==> src/core/fpo_pkg.sv <==
// Shared constants for the first fan output control block
package fpo_pkg;

    // Register offsets
    localparam logic [7:0] OVERRIDE_CTRL_ADDR = 8'hC9;
    localparam logic [7:0] SPINUP_CTRL_ADDR   = 8'hCA;

    // Reset values
    localparam logic [7:0] OVERRIDE_CTRL_RST  = 8'h00;
    localparam logic [7:0] SPINUP_CTRL_RST    = 8'h00;

    // Override control field positions
    localparam int MANUAL_EN_BIT   = 0;
    localparam int POLARITY_BIT    = 1;
    localparam int LOCK_EN_BIT     = 2;
    localparam int LOCK_FLAG_BIT   = 3;
    localparam int MANUAL_CODE_LSB = 4;

    // Spin-up control field positions
    localparam int SPIN_CODE_LSB   = 0;
    localparam int DUR_TOP_BIT     = 4;
    localparam int DUR_LOW_LSB     = 5;

    localparam int CODE_W          = 4;
    localparam int MS_W            = 15;

    // Timing base
    localparam int CLOCK_HZ        = 40_000_000;
    localparam int TICK_MS         = 1;
    localparam int MS_CYCLES       = CLOCK_HZ / 1000 * TICK_MS;

    // Spin-up durations in milliseconds
    localparam logic [MS_W-1:0] DUR_100MS   = 15'd100;
    localparam logic [MS_W-1:0] DUR_250MS   = 15'd250;
    localparam logic [MS_W-1:0] DUR_400MS   = 15'd400;
    localparam logic [MS_W-1:0] DUR_700MS   = 15'd700;
    localparam logic [MS_W-1:0] DUR_1S      = 15'd1000;
    localparam logic [MS_W-1:0] DUR_2S      = 15'd2000;
    localparam logic [MS_W-1:0] DUR_4S      = 15'd4000;
    localparam logic [MS_W-1:0] DUR_LONG_BASE = 15'd6000;
    localparam logic [MS_W-1:0] DUR_LONG_STEP = 15'd2000;

    // Duration code to milliseconds, zero means disabled
    function automatic logic [MS_W-1:0] durationMs(input logic [CODE_W-1:0] code);
        logic [MS_W-1:0] ms;
        ms = '0;
        if (code[CODE_W-1])
        begin
            ms = DUR_LONG_BASE + MS_W'(DUR_LONG_STEP * code[CODE_W-2:0]);
        end
        else
        begin
            case (code[CODE_W-2:0])
                3'h1:    ms = DUR_100MS;
                3'h2:    ms = DUR_250MS;
                3'h3:    ms = DUR_400MS;
                3'h4:    ms = DUR_700MS;
                3'h5:    ms = DUR_1S;
                3'h6:    ms = DUR_2S;
                3'h7:    ms = DUR_4S;
                default: ms = '0;
            endcase
        end
        return ms;
    endfunction

endpackage

==> src/core/fpo_fan_output_one.sv <==
// Override, lock, spin-up and pulse generation for the first fan output
//
// Contract
// [RL1] Manual enable applies the manual duty code
// [RL2] Polarity bit inverts output sense at full
// [RL3] Bound hot event sets lock only when enabled
// [RL4] Lock flag forces full duty on output
// [RL5] Writing zero clears lock, normal control resumes
// [RL6] Lock flag ignores configuration write protection
// [RL7] Manual code field bits 7:4, sixteen codes
// [RL8] Manual code read returns applied duty code
// [RL9] Readback may show larger arbitrated duty code
// [RL10] Manual code reads zero during spin-up
// [RL11] Spin-up duty code bits 3:0 during spin-up
// [RL12] Spin-up duty code zero disables spin-up
// [RL13] Duration code: bit 4 top, bits 7:5
// [RL14] Zero to nonzero duty starts spin-up sequence
// [RL15] Short durations 100 ms to 4 s
// [RL16] Long durations 6 s to 20 s, 2 s steps
// [RL17] Largest requested duty among bound sources wins
// [RL18] Hot events act only when binding set
// [RL19] Duty code mapping is a parameterised table
// [RL20] After spin-up, arbitrated duty resumes
`timescale 1ns/1ps

module fpo_fan_output_one #(
    parameter int                MS_CYCLES = fpo_pkg::MS_CYCLES,
    parameter int                PWM_DIV   = 16,
    // [RL19] Duty code table
    parameter logic [15:0][7:0]  DUTY_MAP  = {8'hFF, 8'hEE, 8'hDD, 8'hCC,
                                              8'hBB, 8'hAA, 8'h99, 8'h88,
                                              8'h77, 8'h66, 8'h55, 8'h44,
                                              8'h33, 8'h22, 8'h11, 8'h00}
) (
    // Clock and reset
    input  wire logic        clock,
    input  wire logic        rst,
    // Register port
    input  wire logic [7:0]  regAddr,
    input  wire logic [7:0]  regWrData,
    input  wire logic        regWrEn,
    input  wire logic        regRdEn,
    output logic      [7:0]  regRdData,
    // Global configuration write protection
    input  wire logic        configWriteLock,
    // Control sources
    input  wire logic        processorHotBinding,
    input  wire logic        processorHotEvent,
    input  wire logic [3:0]  processorHotDutyCode,
    input  wire logic [3:0]  tableDutyCode,
    // Fan side
    output logic             fanOutputOne,
    output logic [3:0]       appliedDutyCode,
    output logic             spinupActive
);

    localparam int CW = fpo_pkg::CODE_W;
    localparam logic [CW-1:0] CODE_ZERO = '0;
    localparam logic [7:0]    FULL_DUTY = 8'hFF;
    localparam int TICK_W = $clog2(MS_CYCLES + 1);
    localparam int DIV_W  = $clog2(PWM_DIV + 1);
    localparam logic [TICK_W-1:0] TICK_LAST = TICK_W'(MS_CYCLES - 1);
    localparam logic [DIV_W-1:0]  DIV_LAST  = DIV_W'(PWM_DIV - 1);
    localparam logic [7:0]        PWM_LAST  = 8'hFE;

    typedef enum logic [0:0] {
        FPO_RUN,
        FPO_SPIN
    } fpo_state_e;

    // Register state
    logic            manualEn_q;
    logic            polarity_q;
    logic            lockEn_q;
    logic            lockFlag_q;
    logic [CW-1:0]   manualCode_q;
    logic [CW-1:0]   spinCode_q;
    logic [CW-1:0]   durCode_q;

    // Spin-up and timing state
    fpo_state_e              state_q;
    fpo_state_e              state_d;
    logic [fpo_pkg::MS_W-1:0] msLeft_q;
    logic [fpo_pkg::MS_W-1:0] msLeft_d;
    logic [TICK_W-1:0]       tickCnt_q;
    logic [DIV_W-1:0]        divCnt_q;
    logic [7:0]              pwmCnt_q;
    logic [CW-1:0]           prevReq_q;

    // Decodes
    wire logic hitOverride = regAddr == fpo_pkg::OVERRIDE_CTRL_ADDR;
    wire logic hitSpinup   = regAddr == fpo_pkg::SPINUP_CTRL_ADDR;
    wire logic wrOverride  = regWrEn && hitOverride;
    wire logic wrCfgOvr    = wrOverride && !configWriteLock;
    wire logic wrCfgSpin   = regWrEn && hitSpinup && !configWriteLock;
    wire logic msTick      = tickCnt_q == TICK_LAST;
    wire logic pwmTick     = divCnt_q == DIV_LAST;

    // [RL18] Hot gated by binding
    wire logic hotBound = processorHotBinding && processorHotEvent;
    wire logic [CW-1:0] hotReq = processorHotBinding ? processorHotDutyCode : CODE_ZERO;
    // [RL1] Manual request
    wire logic [CW-1:0] manualReq = manualEn_q ? manualCode_q : CODE_ZERO;
    // [RL17] Largest request wins
    wire logic [CW-1:0] maxA = (manualReq > tableDutyCode) ? manualReq : tableDutyCode;
    wire logic [CW-1:0] reqCode = (hotReq > maxA) ? hotReq : maxA;

    // [RL13] Duration code assembly
    wire logic [CW-1:0] durField = {regWrData[fpo_pkg::DUR_TOP_BIT],
                                    regWrData[fpo_pkg::DUR_LOW_LSB +: 3]};
    // [RL15] [RL16] Duration decode
    wire logic [fpo_pkg::MS_W-1:0] durMs = fpo_pkg::durationMs(durCode_q);

    // [RL14] [RL12] Spin-up trigger on zero to nonzero
    wire logic spinStart = (prevReq_q == CODE_ZERO) && (reqCode != CODE_ZERO)
                           && (spinCode_q != CODE_ZERO) && (durMs != '0);
    wire logic inSpin = state_q == FPO_SPIN;

    // [RL11] Spin-up code while active, [RL20] arbitrated otherwise
    wire logic [CW-1:0] runCode = inSpin ? spinCode_q : reqCode;
    // [RL4] Lock forces full duty
    wire logic [7:0] dutyLevel = lockFlag_q ? FULL_DUTY : DUTY_MAP[runCode];
    wire logic [CW-1:0] shownCode = lockFlag_q ? {CW{1'b1}} : runCode;

    // [RL2] Full duty is a steady level, sense chosen by polarity
    wire logic rawPulse = (dutyLevel == FULL_DUTY) || (pwmCnt_q < dutyLevel);
    wire logic pinLevel = rawPulse ^ polarity_q;

    // [RL8] [RL9] [RL10] Readback shows applied code, zero in spin-up
    wire logic [CW-1:0] readCode = inSpin ? CODE_ZERO : shownCode;
    wire logic [7:0] rdOverride = {readCode, lockFlag_q, lockEn_q, polarity_q, manualEn_q};
    wire logic [7:0] rdSpinup   = {durCode_q[CW-2:0], durCode_q[CW-1], spinCode_q};
    wire logic [7:0] rdMux = hitOverride ? rdOverride : (hitSpinup ? rdSpinup : 8'h00);

    // Configuration bits, held by write protection
    always_ff @(posedge clock)
    begin
        if (rst)
        begin
            manualEn_q   <= fpo_pkg::OVERRIDE_CTRL_RST[fpo_pkg::MANUAL_EN_BIT];
            polarity_q   <= fpo_pkg::OVERRIDE_CTRL_RST[fpo_pkg::POLARITY_BIT];
            lockEn_q     <= fpo_pkg::OVERRIDE_CTRL_RST[fpo_pkg::LOCK_EN_BIT];
            manualCode_q <= fpo_pkg::OVERRIDE_CTRL_RST[fpo_pkg::MANUAL_CODE_LSB +: CW];
        end
        else if (wrCfgOvr)
        begin
            // [RL7] Manual code field
            manualEn_q   <= regWrData[fpo_pkg::MANUAL_EN_BIT];
            polarity_q   <= regWrData[fpo_pkg::POLARITY_BIT];
            lockEn_q     <= regWrData[fpo_pkg::LOCK_EN_BIT];
            manualCode_q <= regWrData[fpo_pkg::MANUAL_CODE_LSB +: CW];
        end
    end

    always_ff @(posedge clock)
    begin
        if (rst)
        begin
            spinCode_q <= fpo_pkg::SPINUP_CTRL_RST[fpo_pkg::SPIN_CODE_LSB +: CW];
            durCode_q  <= {fpo_pkg::SPINUP_CTRL_RST[fpo_pkg::DUR_TOP_BIT],
                           fpo_pkg::SPINUP_CTRL_RST[fpo_pkg::DUR_LOW_LSB +: 3]};
        end
        else if (wrCfgSpin)
        begin
            spinCode_q <= regWrData[fpo_pkg::SPIN_CODE_LSB +: CW];
            durCode_q  <= durField;
        end
    end

    // Lock flag: set wins over a clearing write
    always_ff @(posedge clock)
    begin
        if (rst)
        begin
            lockFlag_q <= fpo_pkg::OVERRIDE_CTRL_RST[fpo_pkg::LOCK_FLAG_BIT];
        end
        // [RL3] Set only when enabled
        else if (lockEn_q && hotBound)
        begin
            lockFlag_q <= 1'b1;
        end
        // [RL5] [RL6] Zero write clears, protection ignored
        else if (wrOverride && !regWrData[fpo_pkg::LOCK_FLAG_BIT])
        begin
            lockFlag_q <= 1'b0;
        end
    end

    // Spin-up sequencer
    always_comb
    begin
        state_d  = state_q;
        msLeft_d = msLeft_q;
        case (state_q)
            FPO_RUN:
            begin
                if (spinStart)
                begin
                    state_d  = FPO_SPIN;
                    msLeft_d = durMs;
                end
            end
            FPO_SPIN:
            begin
                // [RL20] Resume arbitration at expiry
                if (msTick)
                begin
                    if (msLeft_q <= fpo_pkg::MS_W'(1))
                    begin
                        state_d  = FPO_RUN;
                        msLeft_d = '0;
                    end
                    else
                    begin
                        msLeft_d = msLeft_q - fpo_pkg::MS_W'(1);
                    end
                end
            end
            default:
            begin
                state_d  = FPO_RUN;
                msLeft_d = '0;
            end
        endcase
    end

    always_ff @(posedge clock)
    begin
        if (rst)
        begin
            state_q   <= FPO_RUN;
            msLeft_q  <= '0;
            prevReq_q <= '0;
        end
        else
        begin
            state_q   <= state_d;
            msLeft_q  <= msLeft_d;
            prevReq_q <= reqCode;
        end
    end

    // Millisecond enable, restarted with each spin-up
    always_ff @(posedge clock)
    begin
        if (rst || msTick || (state_q == FPO_RUN))
        begin
            tickCnt_q <= '0;
        end
        else
        begin
            tickCnt_q <= tickCnt_q + TICK_W'(1);
        end
    end

    // Pulse period counter
    always_ff @(posedge clock)
    begin
        if (rst || pwmTick)
        begin
            divCnt_q <= '0;
        end
        else
        begin
            divCnt_q <= divCnt_q + DIV_W'(1);
        end
    end

    always_ff @(posedge clock)
    begin
        if (rst)
        begin
            pwmCnt_q <= '0;
        end
        else if (pwmTick)
        begin
            pwmCnt_q <= (pwmCnt_q == PWM_LAST) ? 8'h00 : pwmCnt_q + 8'h01;
        end
    end

    // Registered outputs
    always_ff @(posedge clock)
    begin
        if (rst)
        begin
            fanOutputOne    <= 1'b0;
            appliedDutyCode <= '0;
            spinupActive    <= 1'b0;
            regRdData       <= 8'h00;
        end
        else
        begin
            fanOutputOne    <= pinLevel;
            appliedDutyCode <= shownCode;
            spinupActive    <= inSpin;
            if (regRdEn)
            begin
                regRdData <= rdMux;
            end
        end
    end

endmodule // fpo_fan_output_one

==> config.mk <==
export PLATFORM = sky130hd
export DESIGN_NAME = fpo_fan_output_one
export DESIGN_NICKNAME = d
export VERILOG_FILES = /design/src/core/fpo_pkg.sv /design/src/core/fpo_fan_output_one.sv
export SDC_FILE = /design/constraint.sdc
export NUM_CORES = 1
export LEC_CHECK = 0
export ABC_AREA = 1
export BUFFER_PORTS_ARGS = -buffer_cell sky130_fd_sc_hd__buf_4
export CAP_MARGIN = 20
export CORE_MARGIN = 10
export CORE_UTILIZATION = 54
export CTS_BUF_LIST = sky130_fd_sc_hd__clkbuf_16
export DETAILED_ROUTE_END_ITERATION = 8
export PLACE_DENSITY = 0.86
export SETUP_SLACK_MARGIN = 0.2
export SLEW_MARGIN = 20
export SYNTH_ARGS = -nofsm -noshare
export SYNTH_HDL_FRONTEND = slang
export SYNTH_SLANG_ARGS = --single-unit
export TNS_END_PERCENT = 30
==> constraint.sdc <==
create_clock -name clock -period 3.84 [get_ports clock]
set_clock_uncertainty 0.1 [all_clocks]
set_input_delay 0.576 -clock clock [delete_from_list [all_inputs] [get_ports clock]]
set_output_delay 0.576 -clock clock [all_outputs]
set_load 0.01 [all_outputs]
Word-level counts from Yosys, hierarchy flattened. Memories as Yosys holds them, arrays and structs flattened. Index checks and enable logic that the tools add are counted.

Register bits after elaboration: 79. ROM bits: 128. Memories: 1.

Memories: (name not given) (words 16, bits a word 8, rd ports 1, clocked after Yosys merged registers in 0, write ports 0, RTL line fpo_fan_output_one.sv:122) `wire logic [7:0] dutyLevel = lockFlag_q ? FULL_DUTY : DUTY_MAP[runCode];`.

$add $sub $neg: 5. Multiply operators: 1. Order comparisons: 5. Equality and inequality tests: 15. Mux-type cells: 24. Bitwise operators: 2. Reductions and logical operators: 22.

Operators by type and width (count): case mux 12 bit (7 select lines) (1); two-way mux 15 bit (4); two-way mux 8 bit (5); == test 8 bit, second input constant (4); case mux 15 bit (2 select lines) (1); two-way mux 4 bit (7); adder 16 x 1 -> 16 bit, second input constant (1); == test 16 bit, second input constant (1); adder 13 x 14 -> 15 bit, first input constant (1); <= comparator 15 x 1 -> 1 bit, second input constant (1); nonzero test 15 bit (1); subtractor 15 x 1 -> 15 bit, second input constant (1); == test 3 bit, second input constant (4); logical AND 1 bit (10); multiplier 7 x 3 -> 10 bit, first input constant (1); adder 8 x 1 -> 8 bit, second input constant (1); > comparator 4 bit (2); < comparator 8 bit (1); nonzero test 4 bit (2); == test 3 x 2 -> 1 bit, second input constant (2); adder 5 x 1 -> 5 bit, second input constant (1); == test 5 x 4 -> 1 bit, second input constant (1); < comparator 4 x 5 -> 1 bit, second input constant (1); two-way mux 1 bit (5); other kinds (11) (15).

Logic depth before layout (Yosys ltp). Gate-level depths: netlist (run 1).

Word-level depth: 12. Mapped depth: 30. Mapped depth without buffers: 30.

Worst setup path after synthesis (run 1). OpenSTA, ideal clock, no wires.

Path kind: input-to-reg. Start: input port tableDutyCode[3]. End: register fanOutputOne. Data arrival time: 3.472 ns. Required time: 3.625 ns. Path slack: 0.153 ns. Cell stages on the path: 25. Buffers on the path: 0. Cells stage by stage: inv_1 > ha_1 > nand2_1 > a21oi_4 > nand2_2 > nand2_4 > nand2_4 > nand2_2 > o21ai_2 > ha_1 > nand2_1 > o21ai_0 > nand2_1 > nand2_1 > o21a_2 > nand2_1 > o211ai_1 > inv_1 > ha_1 > a21oi_1 > nor2_1 > a211oi_1 > nand2_1 > a21oi_1 > nor2_1.

Longest elaborated chain between the ends: 11. Elaborated cells on any way between the ends: 12. Those cells by class: 3 x order compare; 1 x eq/ne; 5 x mux; 1 x bitwise; 1 x reduce/logical; 1 x memory.

RTL lines: from (decl) (RTL line fpo_fan_output_one.sv:50) `input wire logic [3:0] tableDutyCode,`; > comparator 4 bit (RTL line fpo_fan_output_one.sv:105) `wire logic [CW-1:0] maxA = (manualReq > tableDutyCode) ? manualReq : tableDutyCode;`; two-way mux 4 bit * (RTL line fpo_fan_output_one.sv:105); > comparator 4 bit (RTL line fpo_fan_output_one.sv:106) `wire logic [CW-1:0] reqCode = (hotReq > maxA) ? hotReq : maxA;`; two-way mux 4 bit * (RTL line fpo_fan_output_one.sv:106); two-way mux 4 bit * (RTL line fpo_fan_output_one.sv:120) `wire logic [CW-1:0] runCode = inSpin ? spinCode_q : reqCode;`; memory (16 x 8 bit) *; two-way mux 8 bit (implied by the code) * (RTL line fpo_fan_output_one.sv:122); two-way mux 8 bit * (RTL line fpo_fan_output_one.sv:122); < comparator 8 bit / == test 8 bit (equally long branches) (RTL line fpo_fan_output_one.sv:126) `wire logic rawPulse = (dutyLevel == FULL_DUTY) || (pwmCnt_q < dutyLevel);`; logical OR 1 bit * (RTL line fpo_fan_output_one.sv:126); bitwise XOR 1 bit * (RTL line fpo_fan_output_one.sv:127) `wire logic pinLevel = rawPulse ^ polarity_q;`; to (signal assigned) (RTL line fpo_fan_output_one.sv:293) `fanOutputOne <= pinLevel;`; to (decl) (RTL line fpo_fan_output_one.sv:52) `output logic fanOutputOne,`.

Every way passes the cells marked *; elsewhere a longest branch is shown, timed or not. The select of a mux whose other input is x is not followed. A chain may end at the register's enable or synchronous reset.

Worst setup path in the final report (run 1).
Start: register manualEn_q. End: register fanOutputOne.

Longest elaborated chain between the ends: 12. Elaborated cells on any way between the ends: 13. Those cells by class: 3 x order compare; 1 x eq/ne; 6 x mux; 1 x bitwise; 1 x reduce/logical; 1 x memory.

RTL lines: from (decl) (RTL line fpo_fan_output_one.sv:72) `logic manualEn_q;`; from (signal assigned) (RTL line fpo_fan_output_one.sv:140) `manualEn_q <= fpo_pkg::OVERRIDE_CTRL_RST[fpo_pkg::MANUAL_EN_BIT];`; from (signal assigned) (RTL line fpo_fan_output_one.sv:148) `manualEn_q <= regWrData[fpo_pkg::MANUAL_EN_BIT];`; two-way mux 4 bit * (RTL line fpo_fan_output_one.sv:103) `wire logic [CW-1:0] manualReq = manualEn_q ? manualCode_q : CODE_ZERO;`; > comparator 4 bit (RTL line fpo_fan_output_one.sv:105); two-way mux 4 bit * (RTL line fpo_fan_output_one.sv:105); > comparator 4 bit (RTL line fpo_fan_output_one.sv:106); two-way mux 4 bit * (RTL line fpo_fan_output_one.sv:106); two-way mux 4 bit * (RTL line fpo_fan_output_one.sv:120); memory (16 x 8 bit) *; two-way mux 8 bit (implied by the code) * (RTL line fpo_fan_output_one.sv:122); two-way mux 8 bit * (RTL line fpo_fan_output_one.sv:122); < comparator 8 bit / == test 8 bit (equally long branches) (RTL line fpo_fan_output_one.sv:126); logical OR 1 bit * (RTL line fpo_fan_output_one.sv:126); bitwise XOR 1 bit * (RTL line fpo_fan_output_one.sv:127).

Marks and branches as above.

==> results of run 1 <==
cells in the mapped netlist, types with 2 or more instances:
| library cell | count |
|---|---|
| nand2_2 | 15 |
| o221ai_1 | 4 |
| xor2_1 | 15 |
| o21ai_1 | 4 |
| ha_1 | 34 |
| o21a_1 | 3 |
| nand2_4 | 3 |
| nand2_1 | 126 |
| xnor2_1 | 5 |
| inv_2 | 2 |
| a31oi_1 | 6 |
| nand3_1 | 40 |
| buf_2 | 3 |
| o211ai_1 | 8 |
| o21ai_0 | 33 |
| o21ai_2 | 2 |
| a21oi_2 | 9 |
| a21oi_4 | 2 |
| o21a_2 | 2 |
| nor3b_1 | 4 |
| nor2_1 | 60 |
| o22ai_1 | 15 |
| fa_1 | 4 |
| dfxtp_1 | 79 |
| clkbuf_1 | 10 |
| nor3_1 | 15 |
| inv_1 | 91 |
| nor4_1 | 4 |
| nand4_1 | 7 |
| a21oi_1 | 46 |
per-stage QoR:
stage          instance area, um2  utilization  hold slack [ns]
2_1_floorplan                4880            -            0.318
3_3_place_gp                 5340        0.609            0.329
3_5_place_dp                 5340        0.609            0.335
4_1_cts                      5830        0.665            0.350
5_1_grt                      6030        0.688            0.372
6_report                     6030        0.688            0.347
power breakdown:
group / internal (W) / switching, W
registers: 0.000835 / 0.00000732
clock network: 0.000503 / 0.000337
logic: 0.000116 / 0.000144
timing repair:
action / in CTS / in global routing
pin swaps: 17 / 25
endpoints found under the setup margin: 16 / 17
hold endpoints to repair: 0 / 0
hold buffers: 0 / 0
setup buffers: 9 / 7
gates resized for setup: 25 / 28
worst reg2reg max path: stages (launching register included):
cell and delay (ns):
dfxtp_4 0.36, nand2_2 0.06, inv_2 0.05, ha_4 0.27
nand2_4 0.05, a21oi_4 0.15, nand2_2 0.10, nand2_4 0.10
nand2_8 0.08, nand2_2 0.07, o21ai_2 0.07, ha_1 0.31
buf_4 0.14, nand4_1 0.14, nand2_2 0.15, nand2_1 0.11
o21a_2 0.15, nand2_2 0.06, o211ai_1 0.13, inv_1 0.13
ha_4 0.26, a21oi_2 0.14, nor2_2 0.07, a211oi_2 0.18
nand2_2 0.10, nand3_2 0.09, nand2_1 0.06, nor2_1 0.12
final timing paths:
| path | depth (start not counted) | startpoint | endpoint | slack [ns] |
|---|---|---|---|---|
| max | 27 | manualEn_q | fanOutputOne | -0.03 |
| min | 1 | tickCnt_q[0] | tickCnt_q[0] | 0.35 |
| max reg2reg | 27 | manualEn_q | fanOutputOne | -0.03 |
| min reg2reg | 1 | tickCnt_q[0] | tickCnt_q[0] | 0.35 |
logic make-up (layout without fill, tap and decap cells):
logic type / Yosys count / after routing
XOR/XNOR: 21 / 21
flip-flops: 79 / 79
AND/OR/NAND/NOR: 282 / 282
AO/OA/AOI/OAI: 141 / 141
buffers and inverters: 111 / 182
adder cells (fa/ha/maj): 38 / 38
registers in the layout (all words and copies together) (netlist names), 4 cells and up:
signal / count
tickCnt_q: 16
msLeft_q: 15
pwmCnt_q: 8
regRdData: 8
divCnt_q: 5
appliedDutyCode: 4
durCode_q: 4
manualCode_q: 4
prevReq_q: 4
spinCode_q: 4
layout make-up:
type | count | area [um2] | share of cell area
timing repair buffer | 72 | 552 | 0.0915
clock buffer | 9 | 225 | 0.0373
clock inverter | 7 | 73.8 | 0.0122
tap | 108 | 135 | 0.0224
sequential | 79 | 1590 | 0.264
multi-input combinational | 482 | 3100 | 0.514
inverter | 94 | 355 | 0.0589
layer usage:
layer | global-route usage | wire length [um] | up-vias
met2 | 0.325 | 6670 | 230
met4 | 0.0899 | 461 | 0
met1 | 0.226 | 5320 | 2255
li1 | - | - | 2348
met5 | 0 | 0 | -
met3 | 0.0422 | 939 | 55
==> metrics.txt, run 1 <==
status=finished, violations left; failing checks=negative setup slack; Final Setup Violations=1; count of non-filler cells in the finished layout=851; pwr/cell area=322 nW/um2; main combinational cell family by area after synthesis=simple AND/OR/NAND/NOR gates; area grow syn2layout=23.7%; Crit Path Max Fanout=8; gp weighted congestion=0.965; Post-synth EDFFs=0; Yosys reg bits=79; overall die area=13200 um2; period utilisation layout=1.01; # DRC=0; post-synthesis simple-gate area fraction=0.261; setup slack after layout=-0.0327 ns; Adder-Cell Fraction of Synth Area=0.104; # port buffers=44; routed vias=4888; Crit Path Class=reg -> reg; post-synthesis cell count=672; RSZ-0062 raised after global routing=true; post-layout min period=3.87 ns; vias in the first global route=4725; crit end category=flip-flop; multiplexer share of the synthesized area=0; compound-cell area share of the yosys netlist=0.180; actual slew at the worst max-slew pin=0.940 ns; Worst Path Arrival=4.04 ns; Mapped Avg Cell Area=7.26 um2; Starting Density=0.557; Rows=34; DP Wirelength=8880 um; Clock Tree Root=clkbuf_16; Wirelength per Cell=15.7 um; slowest cell delay on critical path=0.36 ns; nets=807; DP Worst Slack=-0.182 ns; fill cell count=632; Ant. Diodes=0; Yosys cell types=51; CP delay by family, top=simple AND/OR/NAND/NOR gates; Synth Cell Area=4880 um2; Seq/Total Area, Yosys=0.324; Worst Path Buf+Inv=3; Synth area leaders=dfxtp_1, nand2_1, ha_1; Initial DRC Count=454; Synth Flop Type=dfxtp_1; TritonCTS Buffers=9; first-pass GRT wire length=21400 um; pin count of the biggest net entering global routing=32; drt total wl=13400 um; maximum clock insertion buffer count=2; max_cap viols=0; share of layout cells above drive strength 1=0.223; number of synthesis warnings=0; endpoints failing hold=0; FFs w/ async S/R, synth=0; Final ANT Viol Nets=0; Final Power=0.00194 W; VDD IR-drop max=0.332 mV; syn_nets=741; worst skew pair latency=0.33 ns; Vias/cell=5.74; total clock sinks=79; Yosys top cell area share=0.324; Synth area leader=dfxtp_1; Worst Setup Start Kind=flip-flop; xor/xnor cell area share of the yosys netlist=0.0393; commonest cells after routing, fill and taps aside=nand2_1, inv_1, dfxtp_1; Setup TNS=-0.0327 ns; total track usage=0.192; Initial DRT Pass Iterations=6; H-tree Lvls=3; Die X=115 um; Placed Cells incl. Taps=819; slowest stage cell on the critical path=dfxtp_4; Reg clk slew, reported paths=0.06 ns; final max-slew violation count=0; Peak Freq=0.258 GHz; Ports=45; final global-route overflow total=0; most used cell, CP=nand2_2; HP Class=reg -> reg; CTS tree=done; Die H=115 um; initial antenna violation count=0; leak pwr=2.69 nW; Rel. slew slack=0.373; core area=8760 um2; Crit path required time=4.00 ns; most common cell after layout, fill and taps aside=nand2_1
No activity file was read; power rests on OpenSTA's default activity.
==> inputs of run 2 (changes only) <==
--- a/config.mk
+++ b/config.mk
@@ -6,7 +6,7 @@
 export NUM_CORES = 1
 export LEC_CHECK = 0
 export ABC_AREA = 1
-export BUFFER_PORTS_ARGS = -buffer_cell sky130_fd_sc_hd__buf_4
+export BUFFER_PORTS_ARGS = -buffer_cell sky130_fd_sc_hd__buf_2
 export CAP_MARGIN = 20
 export CORE_MARGIN = 10
 export CORE_UTILIZATION = 54
==> run 2 against run 1 <==
The flow now finishes without violations. First-iteration DRC count decreased by 12%. Worst setup slack improved by 0.062 ns. Non-clock buffer count increased by 6. Maximum frequency increased by 1.6%. Register-to-register slack improved by 0.06 ns. Critical path depth increased by 1. Clock-buffer cell count unchanged. Critical path type unchanged. Largest power group unchanged. Highest routed layer unchanged.
==> metrics.txt, run 2 (synthesis results as in run 1) <==
status=finished, final reports clean (was finished, violations left); drt total wl=14200 um (was 13400 um); first-pass GRT wire length=21200 um (was 21400 um); area grow syn2layout=22.9% (was 23.7%); fill cell count=651 (was 632); commonest cells after routing, fill and taps aside=nand2_1, inv_1, dfxtp_1 (unchanged); DP Wirelength=8920 um (was 8880 um); Rel. slew slack=0.379 (was 0.373); Worst Setup Start Kind=flip-flop (unchanged); Reg with most FFs=tickCnt_q (unchanged); multi-input logic area=3140 um2 (was 3100 um2); Crit Path Class=reg -> reg (unchanged); pwr/cell area=326 nW/um2 (was 322 nW/um2); Final Setup Violations=0 (was 1); Setup TNS=0 ns (was -0.0327 ns); Die X=115 um (unchanged); Finished Core Util=0.684 (was 0.688); Regs by FF count=tickCnt_q x16, msLeft_q x15 (unchanged); total track usage=0.191 (was 0.192); hold_buf cts=0 (unchanged); met3 Usage GRT=0.0521 (was 0.0422); Crit Path Max Fanout=8 (unchanged); nets=813 (was 807); Rows=34 (unchanged); # DRC=0 (unchanged); gp weighted congestion=0.928 (was 0.965); vias in the first global route=4699 (was 4725); Hold WS=0.353 ns (was 0.347 ns); Ant. Diodes=0 (unchanged); Starting Density=0.557 (unchanged); RSZ-0062 raised after global routing=true (unchanged); HP Class=reg -> reg (unchanged); grt met1 use=0.217 (was 0.226); final global-route overflow total=0 (unchanged); worst skew pair latency=0.34 ns (was 0.33 ns); met2 usage=0.336 (was 0.325); most used cell, CP=nand2_1 (was nand2_2); Seq. cell area=1590 um2 (about the same); Worst Path Arrival=3.98 ns (was 4.04 ns); final max-slew violation count=0 (unchanged); period utilisation layout=0.992 (was 1.01); Clock Tree Root=clkbuf_16 (unchanged); CTS tree=done (unchanged); Ports=45 (unchanged); share of layout cells above drive strength 1=0.231 (was 0.223); actual slew at the worst max-slew pin=0.930 ns (was 0.940 ns); core area=8760 um2 (unchanged); slowest cell delay on critical path=0.36 ns (about the same); H-tree Lvls=3 (unchanged); VDD IR-drop max=0.265 mV (was 0.332 mV); grt peak-use layer=met2 (unchanged); # port buffers=44 (unchanged); Peak Freq=0.262 GHz (was 0.258 GHz); post-layout min period=3.81 ns (was 3.87 ns); TritonCTS Buffers=9 (unchanged); overall die area=13200 um2 (unchanged); Reg clk slew, reported paths=0.06 ns (about the same); total clock sinks=79 (unchanged); Initial DRT Pass Iterations=6 (unchanged); Initial DRC Count=400 (was 454); most common cell after layout, fill and taps aside=nand2_1 (unchanged); Crit path required time=4.01 ns (was 4.00 ns); Die H=115 um (unchanged); pin count of the biggest net entering global routing=32 (unchanged); endpoints failing hold=0 (unchanged); leak pwr=2.70 nW (was 2.69 nW); crit end category=flip-flop (unchanged); maximum clock insertion buffer count=2 (unchanged); Final ANT Viol Nets=0 (unchanged); max reg flops=16 (unchanged); initial antenna violation count=0 (unchanged); Wirelength per Cell=16.6 um (was 15.7 um); max_cap viols=0 (unchanged); routed vias=5036 (was 4888); Vias/cell=5.88 (was 5.74); slowest stage cell on the critical path=dfxtp_4 (unchanged)
## run 2: changes by cell type in the layout (fill, tap and decap cells not counted), moves of 4 or more
| cell | change |
|---|---|
| buf_2 | +44 |
| nand2_4 | +5 |
| buf_4 | -38 |
| nand2_2 | -4 |
## run 2: final timing paths
kind	start	end	slack, ns	cells past startpoint
setup / recovery	manualEn_q	fanOutputOne	0.03	28
hold / removal	divCnt_q[0]	divCnt_q[0]	0.35	1
setup reg to reg	manualEn_q	fanOutputOne	0.03	28
hold reg to reg	divCnt_q[0]	divCnt_q[0]	0.35	1
## run 2: final cells by class
type | count | area share
Sequential cell | 79 | 0.265
Tap cell | 108 | 0.0225
Timing Repair Buffer | 78 | 0.0812
Inverter | 94 | 0.0593
Clock buffer | 9 | 0.0376
Clock inverter | 7 | 0.0109
Multi-Input combinational cell | 482 | 0.523
## run 2: timing repair
item,4_1_cts,5_1_grt
pin swaps,14,33
buffers inserted,13,7
setup endpoints to repair,16,17
gates resized for setup,21,39
## run 2: metrics by stage
stage	worst slack, ns	total power, W	std cells	instance area (um2)
4_1_cts	0.187	0.00189	850	5750
2_1_floorplan	0.211	0.000971	672	4880
3_3_place_gp	0.0134	0.00103	821	5240
6_report	0.0292	0.00195	857	5990
3_5_place_dp	-0.191	0.00104	821	5240
5_1_grt	-0.137	0.00201	857	5990
## run 2: worst max-delay path: cells and delay by family (launching register included)
kind | cells | cell delay, ns
AOI/OAI and AO/OA | 5 | 0.90
adders and majority gates | 3 | 0.77
buffers and inverters | 4 | 0.39
DFF | 1 | 0.36
and+or+nand+nor | 16 | 1.23
## run 2: per-layer routing
metal,vias to the layer above,share of wire
li1,2375,-
met1,2342,0.39
met2,255,0.49
met3,64,0.076
met4,0,0.038
met5,-,0
## run 2: power breakdown
group          total, W  leakage [nW]  internal [W]  switching [W]
Clock          0.000831         0.136      0.000497       0.000334
Sequential     0.000843         0.643      0.000836     0.00000668
Combinational  0.000277          1.93      0.000121       0.000157
Total           0.00195          2.70       0.00145       0.000498
